[src/design/evt_timer_regs.svh]
// register map, field positions, reset values and counter constants of the event timer
`ifndef EVT_TIMER_REGS_SVH
`define EVT_TIMER_REGS_SVH

// register addresses
`define EVT_ADDR_CMP       3'h0
`define EVT_ADDR_CSEL      3'h1
`define EVT_ADDR_MODE      3'h2
`define EVT_ADDR_CNT       3'h3
`define EVT_ADDR_PORT      3'h4

// mode register fields
`define EVT_MODE_RUN       7
`define EVT_MODE_PWM       6
`define EVT_MODE_PRESET    3
`define EVT_MODE_PRECLR    2
`define EVT_MODE_TOG       1
`define EVT_MODE_TOE       0

// port register fields
`define EVT_PORT_DIR       1
`define EVT_PORT_LATCH     0

// reset values
`define EVT_RST_BYTE       8'h00
`define EVT_RST_CSEL       3'h0
`define EVT_RST_DIR        1'b1

// counter constants
`define EVT_CNT_ZERO       8'h00
`define EVT_CNT_ONE        8'h01
`define EVT_CNT_MAX        8'hFF

// prescaler masks: tick when the masked divider bits are all ones
`define EVT_DIV_W          13
`define EVT_DIV_ONE        13'h0001
`define EVT_DIV2_MASK      13'h0001
`define EVT_DIV4_MASK      13'h0003
`define EVT_DIV64_MASK     13'h003F
`define EVT_DIV256_MASK    13'h00FF
`define EVT_DIV8192_MASK   13'h1FFF

`endif
[src/design/evt_pkg.sv]
// types shared by the event timer modules
`default_nettype none
package evt_pkg;

    typedef enum logic [2:0] {
        CS_EVT_FALL = 3'b000,
        CS_EVT_RISE = 3'b001,
        CS_DIV1     = 3'b010,
        CS_DIV2     = 3'b011,
        CS_DIV4     = 3'b100,
        CS_DIV64    = 3'b101,
        CS_DIV256   = 3'b110,
        CS_DIV8192  = 3'b111
    } evt_csel_type;

endpackage : evt_pkg
`default_nettype wire

[src/design/evt_prescaler.sv]
// count clock source: free prescaler or synchronised event edges
`include "evt_timer_regs.svh"
`default_nettype none
module evt_prescaler
    import evt_pkg::*;
(
    // clock and reset
    input  wire logic         clk,
    input  wire logic         nrst,
    // selection and event edges
    input  wire evt_csel_type csel,
    input  wire logic         ev_rise,
    input  wire logic         ev_fall,
    // count clock pulse
    output logic              tick
);

    logic [`EVT_DIV_W-1:0] div_r;

    // free running, so a start lands anywhere within a count period
    always_ff @(posedge clk or negedge nrst) begin
        if (!nrst) begin
            div_r <= '0;
        end else begin
            div_r <= div_r + `EVT_DIV_ONE;
        end
    end

    always_comb begin
        unique case (csel)
            CS_EVT_FALL: tick = ev_fall;
            CS_EVT_RISE: tick = ev_rise;
            CS_DIV1:     tick = 1'b1;
            CS_DIV2:     tick = &(div_r | ~`EVT_DIV2_MASK);
            CS_DIV4:     tick = &(div_r | ~`EVT_DIV4_MASK);
            CS_DIV64:    tick = &(div_r | ~`EVT_DIV64_MASK);
            CS_DIV256:   tick = &(div_r | ~`EVT_DIV256_MASK);
            CS_DIV8192:  tick = &(div_r | ~`EVT_DIV8192_MASK);
        endcase
    end

endmodule : evt_prescaler
`default_nettype wire

[src/design/evt_timer.sv]
// 8-bit event timer with interval, event count, square wave and pwm operation
//
// Contract
// - event counting steps the counter on the chosen pin edge, 00H falling, 01H rising
// - clear-and-start: on match clear counter, keep counting, raise match request
// - square wave: each match inverts output flop, clears counter, raises request
// - square frequency is one over two times count period times compare plus one
// - output flop start level loaded from preset and preclear bits 3 and 2
// - mode bit 6 set selects free running pwm
// - pwm polarity bit 1: zero active high, one active low
// - clock select bits 0 to 2 pick count clock; mode bit 0 gates output
// - pwm inactive until overflow, active at overflow, inactive at compare match
// - clearing run bit in pwm stops counting and forces inactive output
// - pwm period 256 count clocks, active width equals compare value
// - pwm compare transfers at next overflow, or second if written at FFH
// - compare read returns newly written value before transfer
// - first match after start may come up to one count clock early
// - writing run bit zero clears and stops counter; one starts counting
// - preset and preclear bits are write only and read zero
// - mode settings show on the output pin whether running or not
`include "evt_timer_regs.svh"
`default_nettype none
module evt_timer
    import evt_pkg::*;
(
    // clock and reset
    input  wire logic        CLK_SYS,
    input  wire logic        NRST,
    // register port
    input  wire logic [2:0]  ADDR,
    input  wire logic [7:0]  WDATA,
    input  wire logic        WR,
    input  wire logic        RD,
    output logic      [7:0]  RDATA,
    // shared timer pin
    input  wire logic        EVENT_INPUT_PIN,
    output logic             WAVE_OUTPUT_PIN,
    output logic             WAVE_OUTPUT_PIN_OE,
    // match request
    output logic             MATCH_INTERRUPT_REQUEST
);

    function automatic logic addr_hit(input logic [2:0] a, input logic [2:0] off);
        addr_hit = (a == off);
    endfunction : addr_hit

    ////////////////////////////////////////////////////////////////////////////
    // declarations

    logic [7:0]   event_up_counter_r;
    logic [7:0]   match_compare_reg_r;
    logic [7:0]   cmp_act_r;
    evt_csel_type count_clock_select_reg_r;
    logic         count_run_bit_r;
    logic         pwm_mode_bit_r;
    logic         toggle_or_polarity_bit_r;
    logic         pin_drive_enable_bit_r;
    logic         pin_direction_bit_r;
    logic         pin_output_latch_r;
    logic         out_flop_r;
    logic         pwm_act_r;
    logic         pend_r;
    logic         armed_r;
    logic [7:0]   rdata_r;
    logic         irq_r;
    logic         pin_out_r;
    logic         pin_oe_r;
    logic         ev_meta_r;
    logic         ev_sync_r;
    logic         ev_prev_r;

    logic         tick;
    logic         ev_rise;
    logic         ev_fall;
    logic         wr_cmp;
    logic         wr_csel;
    logic         wr_mode;
    logic         wr_port;
    logic         step;
    logic         match;
    logic         ovf;
    logic [7:0]   cnt_inc;
    logic [7:0]   cmp_use;
    logic         pwm_hit;
    logic         wave_nxt;
    logic [7:0]   rdata_nxt;

    ////////////////////////////////////////////////////////////////////////////
    // pin synchroniser and count clock

    always_ff @(posedge CLK_SYS or negedge NRST) begin
        if (!NRST) begin
            ev_meta_r <= 1'b0;
            ev_sync_r <= 1'b0;
            ev_prev_r <= 1'b0;
        end else begin
            ev_meta_r <= EVENT_INPUT_PIN;
            ev_sync_r <= ev_meta_r;
            ev_prev_r <= ev_sync_r;
        end
    end

    assign ev_rise = ev_sync_r & ~ev_prev_r;
    assign ev_fall = ~ev_sync_r & ev_prev_r;

    evt_prescaler u_prescaler (
        .clk     (CLK_SYS),
        .nrst    (NRST),
        .csel    (count_clock_select_reg_r),
        .ev_rise (ev_rise),
        .ev_fall (ev_fall),
        .tick    (tick)
    );

    ////////////////////////////////////////////////////////////////////////////
    // register writes

    assign wr_cmp  = WR && addr_hit(ADDR, `EVT_ADDR_CMP);
    assign wr_csel = WR && addr_hit(ADDR, `EVT_ADDR_CSEL);
    assign wr_mode = WR && addr_hit(ADDR, `EVT_ADDR_MODE);
    assign wr_port = WR && addr_hit(ADDR, `EVT_ADDR_PORT);

    always_ff @(posedge CLK_SYS or negedge NRST) begin
        if (!NRST) begin
            count_clock_select_reg_r <= CS_EVT_FALL;
            count_run_bit_r          <= 1'b0;
            pwm_mode_bit_r           <= 1'b0;
            toggle_or_polarity_bit_r <= 1'b0;
            pin_drive_enable_bit_r   <= 1'b0;
            pin_direction_bit_r      <= `EVT_RST_DIR;
            pin_output_latch_r       <= 1'b0;
        end else begin
            if (wr_csel) begin
                count_clock_select_reg_r <= evt_csel_type'(WDATA[2:0]);
            end
            if (wr_mode) begin
                count_run_bit_r          <= WDATA[`EVT_MODE_RUN];
                pwm_mode_bit_r           <= WDATA[`EVT_MODE_PWM];
                toggle_or_polarity_bit_r <= WDATA[`EVT_MODE_TOG];
                pin_drive_enable_bit_r   <= WDATA[`EVT_MODE_TOE];
            end
            if (wr_port) begin
                pin_direction_bit_r <= WDATA[`EVT_PORT_DIR];
                pin_output_latch_r  <= WDATA[`EVT_PORT_LATCH];
            end
        end
    end

    ////////////////////////////////////////////////////////////////////////////
    // counter

    assign step    = count_run_bit_r && tick;
    assign match   = (event_up_counter_r == cmp_act_r);
    assign ovf     = (event_up_counter_r == `EVT_CNT_MAX);
    assign cnt_inc = event_up_counter_r + `EVT_CNT_ONE;
    assign cmp_use = (ovf && armed_r) ? match_compare_reg_r : cmp_act_r;
    assign pwm_hit = (cnt_inc == cmp_use);

    always_ff @(posedge CLK_SYS or negedge NRST) begin
        if (!NRST) begin
            event_up_counter_r <= `EVT_CNT_ZERO;
        end else if ((wr_mode && !WDATA[`EVT_MODE_RUN]) || !count_run_bit_r) begin
            event_up_counter_r <= `EVT_CNT_ZERO;
        end else if (step) begin
            if (!pwm_mode_bit_r && match) begin
                event_up_counter_r <= `EVT_CNT_ZERO;
            end else begin
                event_up_counter_r <= cnt_inc;
            end
        end
    end

    always_ff @(posedge CLK_SYS or negedge NRST) begin
        if (!NRST) begin
            irq_r <= 1'b0;
        end else begin
            irq_r <= step && (pwm_mode_bit_r ? pwm_hit : match);
        end
    end

    ////////////////////////////////////////////////////////////////////////////
    // compare buffer and transfer

    always_ff @(posedge CLK_SYS or negedge NRST) begin
        if (!NRST) begin
            match_compare_reg_r <= `EVT_RST_BYTE;
        end else if (wr_cmp) begin
            match_compare_reg_r <= WDATA;
        end
    end

    always_ff @(posedge CLK_SYS or negedge NRST) begin
        if (!NRST) begin
            pend_r  <= 1'b0;
            armed_r <= 1'b0;
        end else if (!pwm_mode_bit_r || !count_run_bit_r) begin
            pend_r  <= 1'b0;
            armed_r <= 1'b0;
        end else begin
            if (wr_cmp) begin
                pend_r <= 1'b1;
            end else if (step && cnt_inc == `EVT_CNT_MAX) begin
                pend_r <= 1'b0;
            end
            if (step && cnt_inc == `EVT_CNT_MAX) begin
                armed_r <= pend_r;
            end else if (step && ovf) begin
                armed_r <= 1'b0;
            end
        end
    end

    always_ff @(posedge CLK_SYS or negedge NRST) begin
        if (!NRST) begin
            cmp_act_r <= `EVT_RST_BYTE;
        end else if (!pwm_mode_bit_r || !count_run_bit_r) begin
            cmp_act_r <= match_compare_reg_r;
        end else if (step && ovf && armed_r) begin
            cmp_act_r <= match_compare_reg_r;
        end
    end

    ////////////////////////////////////////////////////////////////////////////
    // output flop and pwm level

    always_ff @(posedge CLK_SYS or negedge NRST) begin
        if (!NRST) begin
            out_flop_r <= 1'b0;
        end else if (wr_mode && !WDATA[`EVT_MODE_PWM] && WDATA[`EVT_MODE_PRESET] && !WDATA[`EVT_MODE_PRECLR]) begin
            out_flop_r <= 1'b1;
        end else if (wr_mode && !WDATA[`EVT_MODE_PWM] && !WDATA[`EVT_MODE_PRESET] && WDATA[`EVT_MODE_PRECLR]) begin
            out_flop_r <= 1'b0;
        end else if (step && !pwm_mode_bit_r && match && toggle_or_polarity_bit_r) begin
            out_flop_r <= ~out_flop_r;
        end
    end

    always_ff @(posedge CLK_SYS or negedge NRST) begin
        if (!NRST) begin
            pwm_act_r <= 1'b0;
        end else if (!count_run_bit_r || !pwm_mode_bit_r) begin
            pwm_act_r <= 1'b0;
        end else if (step) begin
            if (pwm_hit) begin
                pwm_act_r <= 1'b0;
            end else if (ovf) begin
                pwm_act_r <= 1'b1;
            end
        end
    end

    always_comb begin
        if (pwm_mode_bit_r) begin
            wave_nxt = pin_drive_enable_bit_r & (pwm_act_r ^ toggle_or_polarity_bit_r);
        end else begin
            wave_nxt = pin_drive_enable_bit_r & out_flop_r;
        end
    end

    always_ff @(posedge CLK_SYS or negedge NRST) begin
        if (!NRST) begin
            pin_out_r <= 1'b0;
            pin_oe_r  <= 1'b0;
        end else begin
            pin_out_r <= wave_nxt | pin_output_latch_r;
            pin_oe_r  <= ~pin_direction_bit_r;
        end
    end

    ////////////////////////////////////////////////////////////////////////////
    // register reads

    always_comb begin
        rdata_nxt = `EVT_RST_BYTE;
        if (addr_hit(ADDR, `EVT_ADDR_CMP)) begin
            rdata_nxt = match_compare_reg_r;
        end else if (addr_hit(ADDR, `EVT_ADDR_CSEL)) begin
            rdata_nxt = {5'h00, count_clock_select_reg_r};
        end else if (addr_hit(ADDR, `EVT_ADDR_MODE)) begin
            rdata_nxt = {count_run_bit_r, pwm_mode_bit_r, 4'h0, toggle_or_polarity_bit_r,
                         pin_drive_enable_bit_r};
        end else if (addr_hit(ADDR, `EVT_ADDR_CNT)) begin
            rdata_nxt = event_up_counter_r;
        end else if (addr_hit(ADDR, `EVT_ADDR_PORT)) begin
            rdata_nxt = {6'h00, pin_direction_bit_r, pin_output_latch_r};
        end
    end

    always_ff @(posedge CLK_SYS or negedge NRST) begin
        if (!NRST) begin
            rdata_r <= `EVT_RST_BYTE;
        end else if (RD) begin
            rdata_r <= rdata_nxt;
        end else begin
            rdata_r <= `EVT_RST_BYTE;
        end
    end

    assign RDATA                   = rdata_r;
    assign WAVE_OUTPUT_PIN         = pin_out_r;
    assign WAVE_OUTPUT_PIN_OE      = pin_oe_r;
    assign MATCH_INTERRUPT_REQUEST = irq_r;
endmodule : evt_timer
`default_nettype wire

[config.mk]
export PLATFORM = sky130hd
export DESIGN_NAME = evt_timer
export DESIGN_NICKNAME = d
export VERILOG_FILES = /design/src/design/evt_pkg.sv /design/src/design/evt_prescaler.sv /design/src/design/evt_timer.sv
export VERILOG_INCLUDE_DIRS = /design/src /design/src/design
export SDC_FILE = /design/constraint.sdc
export NUM_CORES = 1
export LEC_CHECK = 0
export BUFFER_PORTS_ARGS = -buffer_cell sky130_fd_sc_hd__buf_2
export CAP_MARGIN = 20
export CORE_ASPECT_RATIO = 1.1
export CORE_MARGIN = 10
export CORE_UTILIZATION = 59
export DETAILED_ROUTE_END_ITERATION = 12
export PLACE_DENSITY = 0.79
export SYNTH_ARGS = -nofsm -noshare
export SYNTH_HDL_FRONTEND = slang
export SYNTH_SLANG_ARGS = --single-unit
[constraint.sdc]
create_clock -name CLK_SYS -period 7.3 [get_ports CLK_SYS]
set_clock_uncertainty 0.1 [all_clocks]
set_input_delay 1.825 -clock CLK_SYS [delete_from_list [all_inputs] [get_ports CLK_SYS]]
set_output_delay 1.825 -clock CLK_SYS [all_outputs]
set_load 0.02 [all_outputs]
Yosys cells after proc, flatten, opt, wreduce, memory -nomap -nowiden
Cells that the tools add are included.

Register bits after elaboration: 64. Latch bits: 0. Memory bits (writable): 0. ROM bits: 0. Input port bits: 16. Word-level logic and storage cells: 119. Memories: 0.

Add/sub/neg operators: 2. Multipliers: 0. Divide/modulo/power cells: 0. $lt $le $gt $ge: 0. Equality and inequality tests: 15. Shift-type cells: 0. Multiplexer cells: 28. Bitwise operators: 10. Reductions and logical operators: 42.

Operators by type and width (number): 8-bit 2-to-1 mux (11); 1-bit logical AND (20); 8-bit equality test (2); 8-bit equality test (second input constant) (2); 3-bit equality test (second input constant) (5); 1-bit 2-to-1 mux (15); 13-bit by 1-bit adder with 13-bit output (second input constant) (1); 13-bit AND reduction (1); 3-bit by 2-bit equality test with 1-bit output (second input constant) (4); 3-bit nonzero test (4); 8-bit by 1-bit adder with 8-bit output (second input constant) (1); 1-bit case mux with 8 select lines (1); 8-bit AND reduction (1); 3-bit by 1-bit equality test with 1-bit output (second input constant) (2); 1-bit zero test (6); 3-bit zero test (2); 6-bit AND reduction (1); 2-bit nonzero test (3); 1-bit bitwise AND (4); 1-bit inverter (4); 2-bit AND reduction (2); 1-bit logical OR (2); 2-bit 2-to-1 mux (1); 1-bit bitwise OR (1); 1-bit XOR (1).

Longest topological paths before layout
Gate-level depths: netlist of the first run.

Depth in word-level cells: 10. Depth in mapped cells: 9. Depth with buffers taken out: 8.

Modules after synthesis
A second synthesis of the first run with hierarchy kept.

Cells, all modules: 327. Area, all modules: 3310.7 µm².

Modules (own cells, without submodules): evt_timer (times used 1, cells an instance 273, area an instance 2698.8 µm²); evt_prescaler (times used 1, cells an instance 54, area an instance 611.8 µm²).

Least setup slack after synthesis of the first run
OpenSTA, ideal clock, no wires.

Path type: input to register. Start: in ADDR[2]. End: reg event_up_counter_r[6]. Arrival time: 3227 ps. Required time: 7096 ps. Path slack: 3869 ps. Cell stages on the path: 9. Path buffers: 2. Cell sequence: nand2b_1 > or3b_1 > clkbuf_1 > o21ai_1 > or4b_4 > buf_6 > nor2_1 > o21ai_2 > o41ai_2.

Longest elaborated chain between the ends: 5. Elaborated cells on any way between the ends: 6.

RTL lines: start: declaration (RTL line evt_timer.sv:30) `input wire logic [2:0] ADDR,`; 3-bit by 2-bit equality test with 1-bit output * (RTL line evt_timer.sv:44) `addr_hit = (a == off);`; 1-bit logical AND * (RTL line evt_timer.sv:120) `` assign wr_mode = WR && addr_hit(ADDR, `EVT_ADDR_MODE); ``; 1-bit logical AND * (RTL line evt_timer.sv:162) `` end else if ((wr_mode && !WDATA[`EVT_MODE_RUN]) || !count_run_bit_r) begin ``; 1-bit logical OR * (RTL line evt_timer.sv:162); 8-bit 2-to-1 mux or 2-bit nonzero test (tied branches); end signal: assignment (RTL line evt_timer.sv:161) `` event_up_counter_r <= `EVT_CNT_ZERO; ``; end signal: assignment (RTL line evt_timer.sv:163) `` event_up_counter_r <= `EVT_CNT_ZERO; ``; end signal: assignment (RTL line evt_timer.sv:166) `` event_up_counter_r <= `EVT_CNT_ZERO; ``; end: declaration (RTL line evt_timer.sv:50) `logic [7:0] event_up_counter_r;`.

Mark *: on every way between the ends. The rest lies on a longest branch, timed or not. A chain may end at the register's enable or synchronous reset.

Worst setup path in the final report of the first run
Start: in ADDR[2]. End: reg event_up_counter_r[7].

The elaborated chain is that of the path after synthesis.

==> results of run 1 <==
sequential cells by signal, summed over array words and instances (netlist names), 3 cells and up:
register / count
u_prescaler.div_r: 13
event_up_counter_r: 8
RDATA: 8
count_clock_select_reg_r: 3
cmp_act_r: 8
match_compare_reg_r: 8
layout by cell type (no fill, tap or decap), types with 3 or more instances in the layout:
master	instances
o21ai_1	3
clkbuf_8	12
a22oi_1	5
nand4_1	5
and3_1	3
mux2_4	8
mux2_2	9
xnor2_1	18
nand3_1	16
nor2_1	24
dfrtp_1	63
nor3_1	3
nand2_1	30
nor3b_1	4
nand2b_1	4
ha_1	3
o21ai_0	13
a21oi_1	9
xor2_1	14
buf_2	26
inv_1	11
mux2i_1	8
cells by family (layout without fill, tap and decap cells):
| logic type | count (synthesis) | count (layout) | synth area share, % |
|---|---|---|---|
| and+or+nand+nor | 103 | 103 | 16.64 |
| DFF | 64 | 64 | 48.32 |
| AOI/OAI and AO/OA | 52 | 52 | 10.86 |
| xor gates and xnor gates | 32 | 32 | 8.450 |
| muxes | 27 | 27 | 10.45 |
| buffers and inverters | 26 | 53 | 4.149 |
| adders and majority gates | 3 | 3 | 1.132 |
synth_stat cells, types with 8 or more instances:
cell	n
dfrtp_1	63
nand2_1	30
nor2_1	24
xnor2_1	18
nand3_1	16
xor2_1	14
o21ai_0	13
inv_1	11
a21oi_1	9
mux2_2	9
mux2_4	8
mux2i_1	8
worst reg2reg max path: cells and delay by family, from the launching register on:
family / cells / cell delay [ns]
XOR/XNOR: 1 / 0.11
adder cells (fa/ha/maj): 1 / 0.37
AND/OR/NAND/NOR: 4 / 1.18
flip-flops: 1 / 0.56
AO/OA/AOI/OAI: 1 / 0.08
multiplexers: 1 / 0.29
path summary, 6_finish.rpt:
check                                      start               endpoint  slack [ns]  cells past startpoint
min in group asynchronous                   NRST               RDATA[3]        1.56                      2
hold / removal                         ev_meta_r              ev_sync_r        0.26                      0
setup / recovery                         ADDR[2]  event_up_counter_r[7]        3.98                      8
hold reg to reg                        ev_meta_r              ev_sync_r        0.26                      0
max in group asynchronous                   NRST              ev_sync_r        5.02                      2
setup reg to reg           event_up_counter_r[0]              pwm_act_r        4.47                      8
power by group:
| part | total (W) | internal (W) | switching, W |
|---|---|---|---|
| Clock | 0.000313 | 0.000184 | 0.000129 |
| Combinational | 0.000157 | 0.0000765 | 0.0000805 |
| Sequential | 0.000441 | 0.000394 | 0.0000463 |
through the flow:
step           total power [W]  cells
2_1_floorplan        0.0005544    307
3_3_place_gp         0.0005982    394
3_5_place_dp         0.0006033    394
4_1_cts              0.0009178    409
5_1_grt              0.0009514    409
6_report             0.0009107    409
routing by layer:
| metal | vias to the layer above | wire, microns | share of wire, % | global-route usage [%] |
|---|---|---|---|---|
| li1 | 1127 | - | - | - |
| met3 | 15 | 256 | 3.6 | 4.552 |
| met5 | - | 0 | 0 | 0 |
| met2 | 52 | 3724 | 52 | 28.52 |
| met4 | 0 | 195 | 2.7 | 8.444 |
| met1 | 1137 | 2969 | 42 | 18.55 |
area by class of cell:
| cell class | count | area share, % |
|---|---|---|
| clock inverters | 2 | 1.026 |
| repair buffers | 27 | 3.762 |
| inverters | 11 | 1.129 |
| flip-flops and latches | 64 | 43.81 |
| multi-input cells | 217 | 43.09 |
| clock buffers | 13 | 4.617 |
| well taps | 75 | 2.565 |
==> impl_metrics.toml, run 1 <==
[floorplan]
die_w_microns = 91.49
dieArea_sq_mm = 0.009025
die_h_microns = 98.64
coreArea_sq_mm = 0.005430
io-pin-count = 27
row_count = 28
initial_core_util_pct = 61.08

[setup_path]
cp.arrival_ns = 3.42
cpLargestDelayFamily = "simple AND/OR/NAND/NOR gates"
worstSetupEndpointType = "flip-flop"
cpPeakStageDelay_ns = 0.51
crit_required_ns = 7.41
path_max_fanout = 11
path_buf_inv = 1
cp-start-kind = "input pin"
worstSetupPathType = "input pin to flip-flop"
crit_chain = "buf_2 > nand2b_1 > or3b_1 > o21ai_1 > or4b_4 > a21oi_1 > o21ai_1 > o41ai_2"
slowest_stage = "or3b_1"
cp_common_cell = "o21ai_1"

[logic_synthesis]
synth_area_sq_mm = 0.003317
syn_avg_cell_area_sq_um = 10.80
synth_nets = 326
yosys-top-cells-area = "dfrtp_1 48%, xnor2_1 4.8%, xor2_1 3.7%"
yosysWarnings = 0
synth_cells = 307
synth-main-ff-cell = "dfrtp_1"
async_flop_share_pct = 100.0
yosysSeqAreaShare_pct = 48.32
synth_edf_count = 0
post_synth_num_cell_types = 55
yosys.area.top_type_share_pct = 47.53
ys_seq_elements = 64
yosys.area.top_type = "dfrtp_1"

[routing]
wl_per_cell_microns = 17.47
drc = 0
vias = 2331
dr.pass1.iters = 5
vias_per_cell = 5.699
drtAntennaViolNets = 0
drt-total-wl_microns = 7146
drt_iter0_markers = 205

[placement]
post_dp_cell_area_sq_mm = 0.003452
gp_congestion = 0.9379
detailedPlace.worstSlack_ns = 3.642
dpl.hpwl_microns = 5091
place.port_buffers = 26

[clocking]
postCtsResizedCells = 0
cts_setup_buffers = 0
clock_path_buffers = 2
cts-root-buf = "clkbuf_8"
clkLatencyLatePin_ns = 0.34
cts_buffers = 9
tritoncts = "built"
h-tree-depth = 3
clk_pin_slew_worst_paths_ns = 0.07
ctsHoldBuffers = 0
clock_sinks = 64

[finish]
nNetsFinal = 349
multi_input_area_sq_mm = 0.001577
syn_to_final_growth_pct = 10.30
fill_cells = 419
antennaDiodeCount = 0
final_area_sq_mm = 0.003659
drive_above_1_share_pct = 21.86
final-seq-area_sq_mm = 0.001603
final_core_util_pct = 67.37

[sta]
hold_violations = 0
setup_viol = 0
tightest_slew_ns = 0.8155
setup_tns_ns = 0
finalMaxSlewViolations = 0
rsz0062_at_grt = "no"
period_minus_slack_ns = 3.316
post-route-period-util_pct = 45.43
whs_ns = 0.2566
max_slew_margin_pct = 45.33
fmax_mhz = 301.5
post-route-worst-setup-slack_ns = 3.984

[grt]
track_usage_pct = 16.65
grt_pass1_wl_microns = 11960
grt_max_degree = 65
grt_pass1_vias = 2461
antenna_found_initial = 0
globalRouteOverflowTotal = 0

[hold_path]
hp-class = "flip-flop to flip-flop"

[power_and_ir_drop]
p_leak_nw = 1.613
p_per_area_mw_per_mm2 = 248.9
ir_drop_v = 0.0001521

[outcome]
run_status = "finished clean"

[job]
maxCapViolations = 0
Power figures use the tool's default switching activity.
==> run 2, diff against run 1 <==
--- a/config.mk
+++ b/config.mk
@@ -6,13 +6,14 @@
 export SDC_FILE = /design/constraint.sdc
 export NUM_CORES = 1
 export LEC_CHECK = 0
+export ABC_AREA = 1
 export BUFFER_PORTS_ARGS = -buffer_cell sky130_fd_sc_hd__buf_2
 export CAP_MARGIN = 20
 export CORE_ASPECT_RATIO = 1.1
 export CORE_MARGIN = 10
-export CORE_UTILIZATION = 59
+export CORE_UTILIZATION = 54
 export DETAILED_ROUTE_END_ITERATION = 12
-export PLACE_DENSITY = 0.79
+export PLACE_DENSITY = 0.76
 export SYNTH_ARGS = -nofsm -noshare
 export SYNTH_HDL_FRONTEND = slang
 export SYNTH_SLANG_ARGS = --single-unit
==> constraint.sdc (replaced) <==
create_clock -name CLK_SYS -period 2.93 [get_ports CLK_SYS]
set_clock_uncertainty 0.1 [all_clocks]
set_input_delay 0.7325 -clock CLK_SYS [delete_from_list [all_inputs] [get_ports CLK_SYS]]
set_output_delay 0.7325 -clock CLK_SYS [all_outputs]
set_load 0.02 [all_outputs]
==> run 2 against run 1 <==
Against the previous run:
- design area up 1.9%
- total power rose to 2.7 times the previous value
- worst hold slack got worse by 0.067 ns
- combinational power rose to 2.9 times the previous value
- sequential cell count stayed put
- register-to-register slack got worse by 3.7 ns
- area after synthesis shrank 1.4%
- sequential power increased to 2.5 times the previous value
- cell count rose by 27%
- core utilization shrank 3.6 points
- routed wire length up 11%
- highest routed layer unchanged
- synthesized cell count up 32%
==> impl_metrics.toml, run 2 <==
[setup_path]
crit_start = "u_prescaler.div_r[0]"
worstSetupPathType = "flip-flop to flip-flop"
crit_required_ns = 3.07
reg2reg_from = "u_prescaler.div_r[0]"
worstSetupEndpointType = "flip-flop"
path_max_fanout = 7
cp.arrival_ns = 2.34
cp-start-kind = "flip-flop"

[finish]
drive_above_1_share_pct = 14.22
final_core_util_pct = 63.80
final_common_cell = "nand2_1"
nNetsFinal = 457
final_area_sq_mm = 0.003727
syn_to_final_growth_pct = 13.92
largest_reg_flops = 13
layout_common_cells = "114 x nand2_1, 63 x dfrtp_1, 46 x inv_1"
layout.cells.non_filler = 520
largest_register = "u_prescaler.div_r"
antennaDiodeCount = 0

[sta]
setup_tns_ns = 0
fmax_mhz = 454.2
tightest_slew_ns = 0.4447
setup_viol = 0
rsz0062_at_grt = "no"
hold_violations = 0
post-route-period-util_pct = 75.15
finalMaxSlewViolations = 0
max_slew_margin_pct = 70.12
whs_ns = 0.1896
period_minus_slack_ns = 2.202

[power_and_ir_drop]
internal-power_w = 0.001661
pwr-share-seq_pct = 45.7
p_switching_w = 0.0007582
p_per_area_mw_per_mm2 = 649.1
clock_power_share_pct = 35.3
ir_drop_v = 0.0004180
combPwrFrac_pct = 18.9
p_leak_nw = 1.916
swShare_pct = 31.34

[grt]
antenna_found_initial = 0
grt_use_met2_pct = 28.22
use_met1_pct = 22.85
met3_usage_pct = 3.550
grt_pass1_wl_microns = 13500
track_usage_pct = 17.70
grt.busiest_layer = "met2"
globalRouteOverflowTotal = 0
grt_max_degree = 31
grt_pass1_vias = 2821

[floorplan]
initial_core_util_pct = 56.01
io-pin-count = 27
die_h_microns = 101.6
row_count = 29
coreArea_sq_mm = 0.005842
die_w_microns = 94.22
dieArea_sq_mm = 0.009576

[clocking]
clock_path_buffers = 2
clkLatencyLatePin_ns = 0.34
postCtsResizedCells = 0
cts_setup_buffers = 0
tritoncts = "built"
clk_pin_slew_worst_paths_ns = 0.08
h-tree-depth = 3
cts_buffers = 9
cts-root-buf = "clkbuf_8"
clock_sinks = 64
ctsHoldBuffers = 0

[routing]
drt_iter0_markers = 205
vias_per_cell = 5.471
vias = 2845
drt-total-wl_microns = 7938
wl_per_cell_microns = 15.27
drtAntennaViolNets = 0
dr.pass1.iters = 5
drc = 0

[placement]
post_dp_cell_area_sq_mm = 0.003497
gp_congestion = 0.9606
place_inst = 504
dpl.hpwl_microns = 6049
place.port_buffers = 26

[logic_synthesis]
yosysSeqAreaShare_pct = 48.99
ys_top_cells_by_count = "114 x nand2_1, 63 x dfrtp_1, 46 x inv_1"
syn_avg_cell_area_sq_um = 8.099
synth_most_common_cell = "nand2_1"
synth_area_sq_mm = 0.003272
synth_edf_count = 0
yosysWarnings = 0
synth_nets = 423
yosys-top-cells-area = "dfrtp_1 48%, nand2_1 13%, nand3_1 5.5%"
async_flop_share_pct = 100.0
synth_cells = 404
yosys.area.top_type = "dfrtp_1"
synth-main-ff-cell = "dfrtp_1"
post_synth_num_cell_types = 34
ys_seq_elements = 64
yosys.area.top_type_share_pct = 48.18

[job]
maxCapViolations = 0

[hold_path]
hp-class = "input pin to asynchronous set/reset pin"

[outcome]
run_status = "finished clean"
[run 2: final timing paths]
path | to | slack [ns] | cells after the start
hold reg to reg | ev_sync_r | 0.25 | 0
setup reg to reg | event_up_counter_r[4] | 0.73 | 10
hold / removal | u_prescaler.div_r[3] | 0.19 | 1
max in group asynchronous | event_up_counter_r[7] | 1.93 | 2
setup / recovery | event_up_counter_r[4] | 0.73 | 10
min in group CLK_SYS | ev_sync_r | 0.25 | 0
[run 2: critical path, cell delays in order, from the launching register on]
cell     delay, ns
dfrtp_1       0.39
ha_1          0.21
and3_1        0.20
nand3_1       0.16
nand2_1       0.10
nand2_1       0.06
nand2_1       0.12
nand2_1       0.15
inv_1         0.17
nand2_1       0.23
o22ai_1       0.22
[run 2: metrics by stage]
step	worst slack, ns	power, W
after floorplan	1.085	0.001409
after global placement	0.7600	0.001564
after detailed placement	0.7033	0.001579
after CTS	0.7381	0.002434
after global routing	0.5621	0.002549
final	0.7281	0.002419
[run 2: kinds of logic after synthesis]
kind of cell	after synthesis	share of synthesized area, %
and+or+nand+nor	203	27.80
buffers and inverters	56	6.845
muxes	3	1.032
adders and majority gates	3	1.147
xor gates and xnor gates	15	4.015
AOI/OAI and AO/OA	60	10.17
DFF	64	48.99
[run 2: power by group through the flow]
stage,sequential [W],clock (W),combinational (W)
6_report,0.00111,0.000854,0.000458
5_1_grt,0.00112,0.000897,0.000535
4_1_cts,0.00110,0.000869,0.000462
3_5_place_dp,0.00112,0,0.000459
3_3_place_gp,0.00112,0,0.000448
2_1_floorplan,0.00109,0,0.000320
[run 2: cell type report]
class,count,area (sq um)
fillers,514,2115
flip-flops and latches,64,1603
multi-input cells,284,1445
inverters,50,187.7
repair buffers,29,165.2
clock buffers,10,137.6
well taps,77,96.34
clock inverters,6,92.59
[run 2: per-layer routing]
| layer | vias up | part of all wire (%) |
|---|---|---|
| met5 | - | 0 |
| met2 | 100 | 47 |
| met1 | 1344 | 43 |
| met4 | 0 | 2.4 |
| li1 | 1385 | - |
| met3 | 16 | 7.2 |
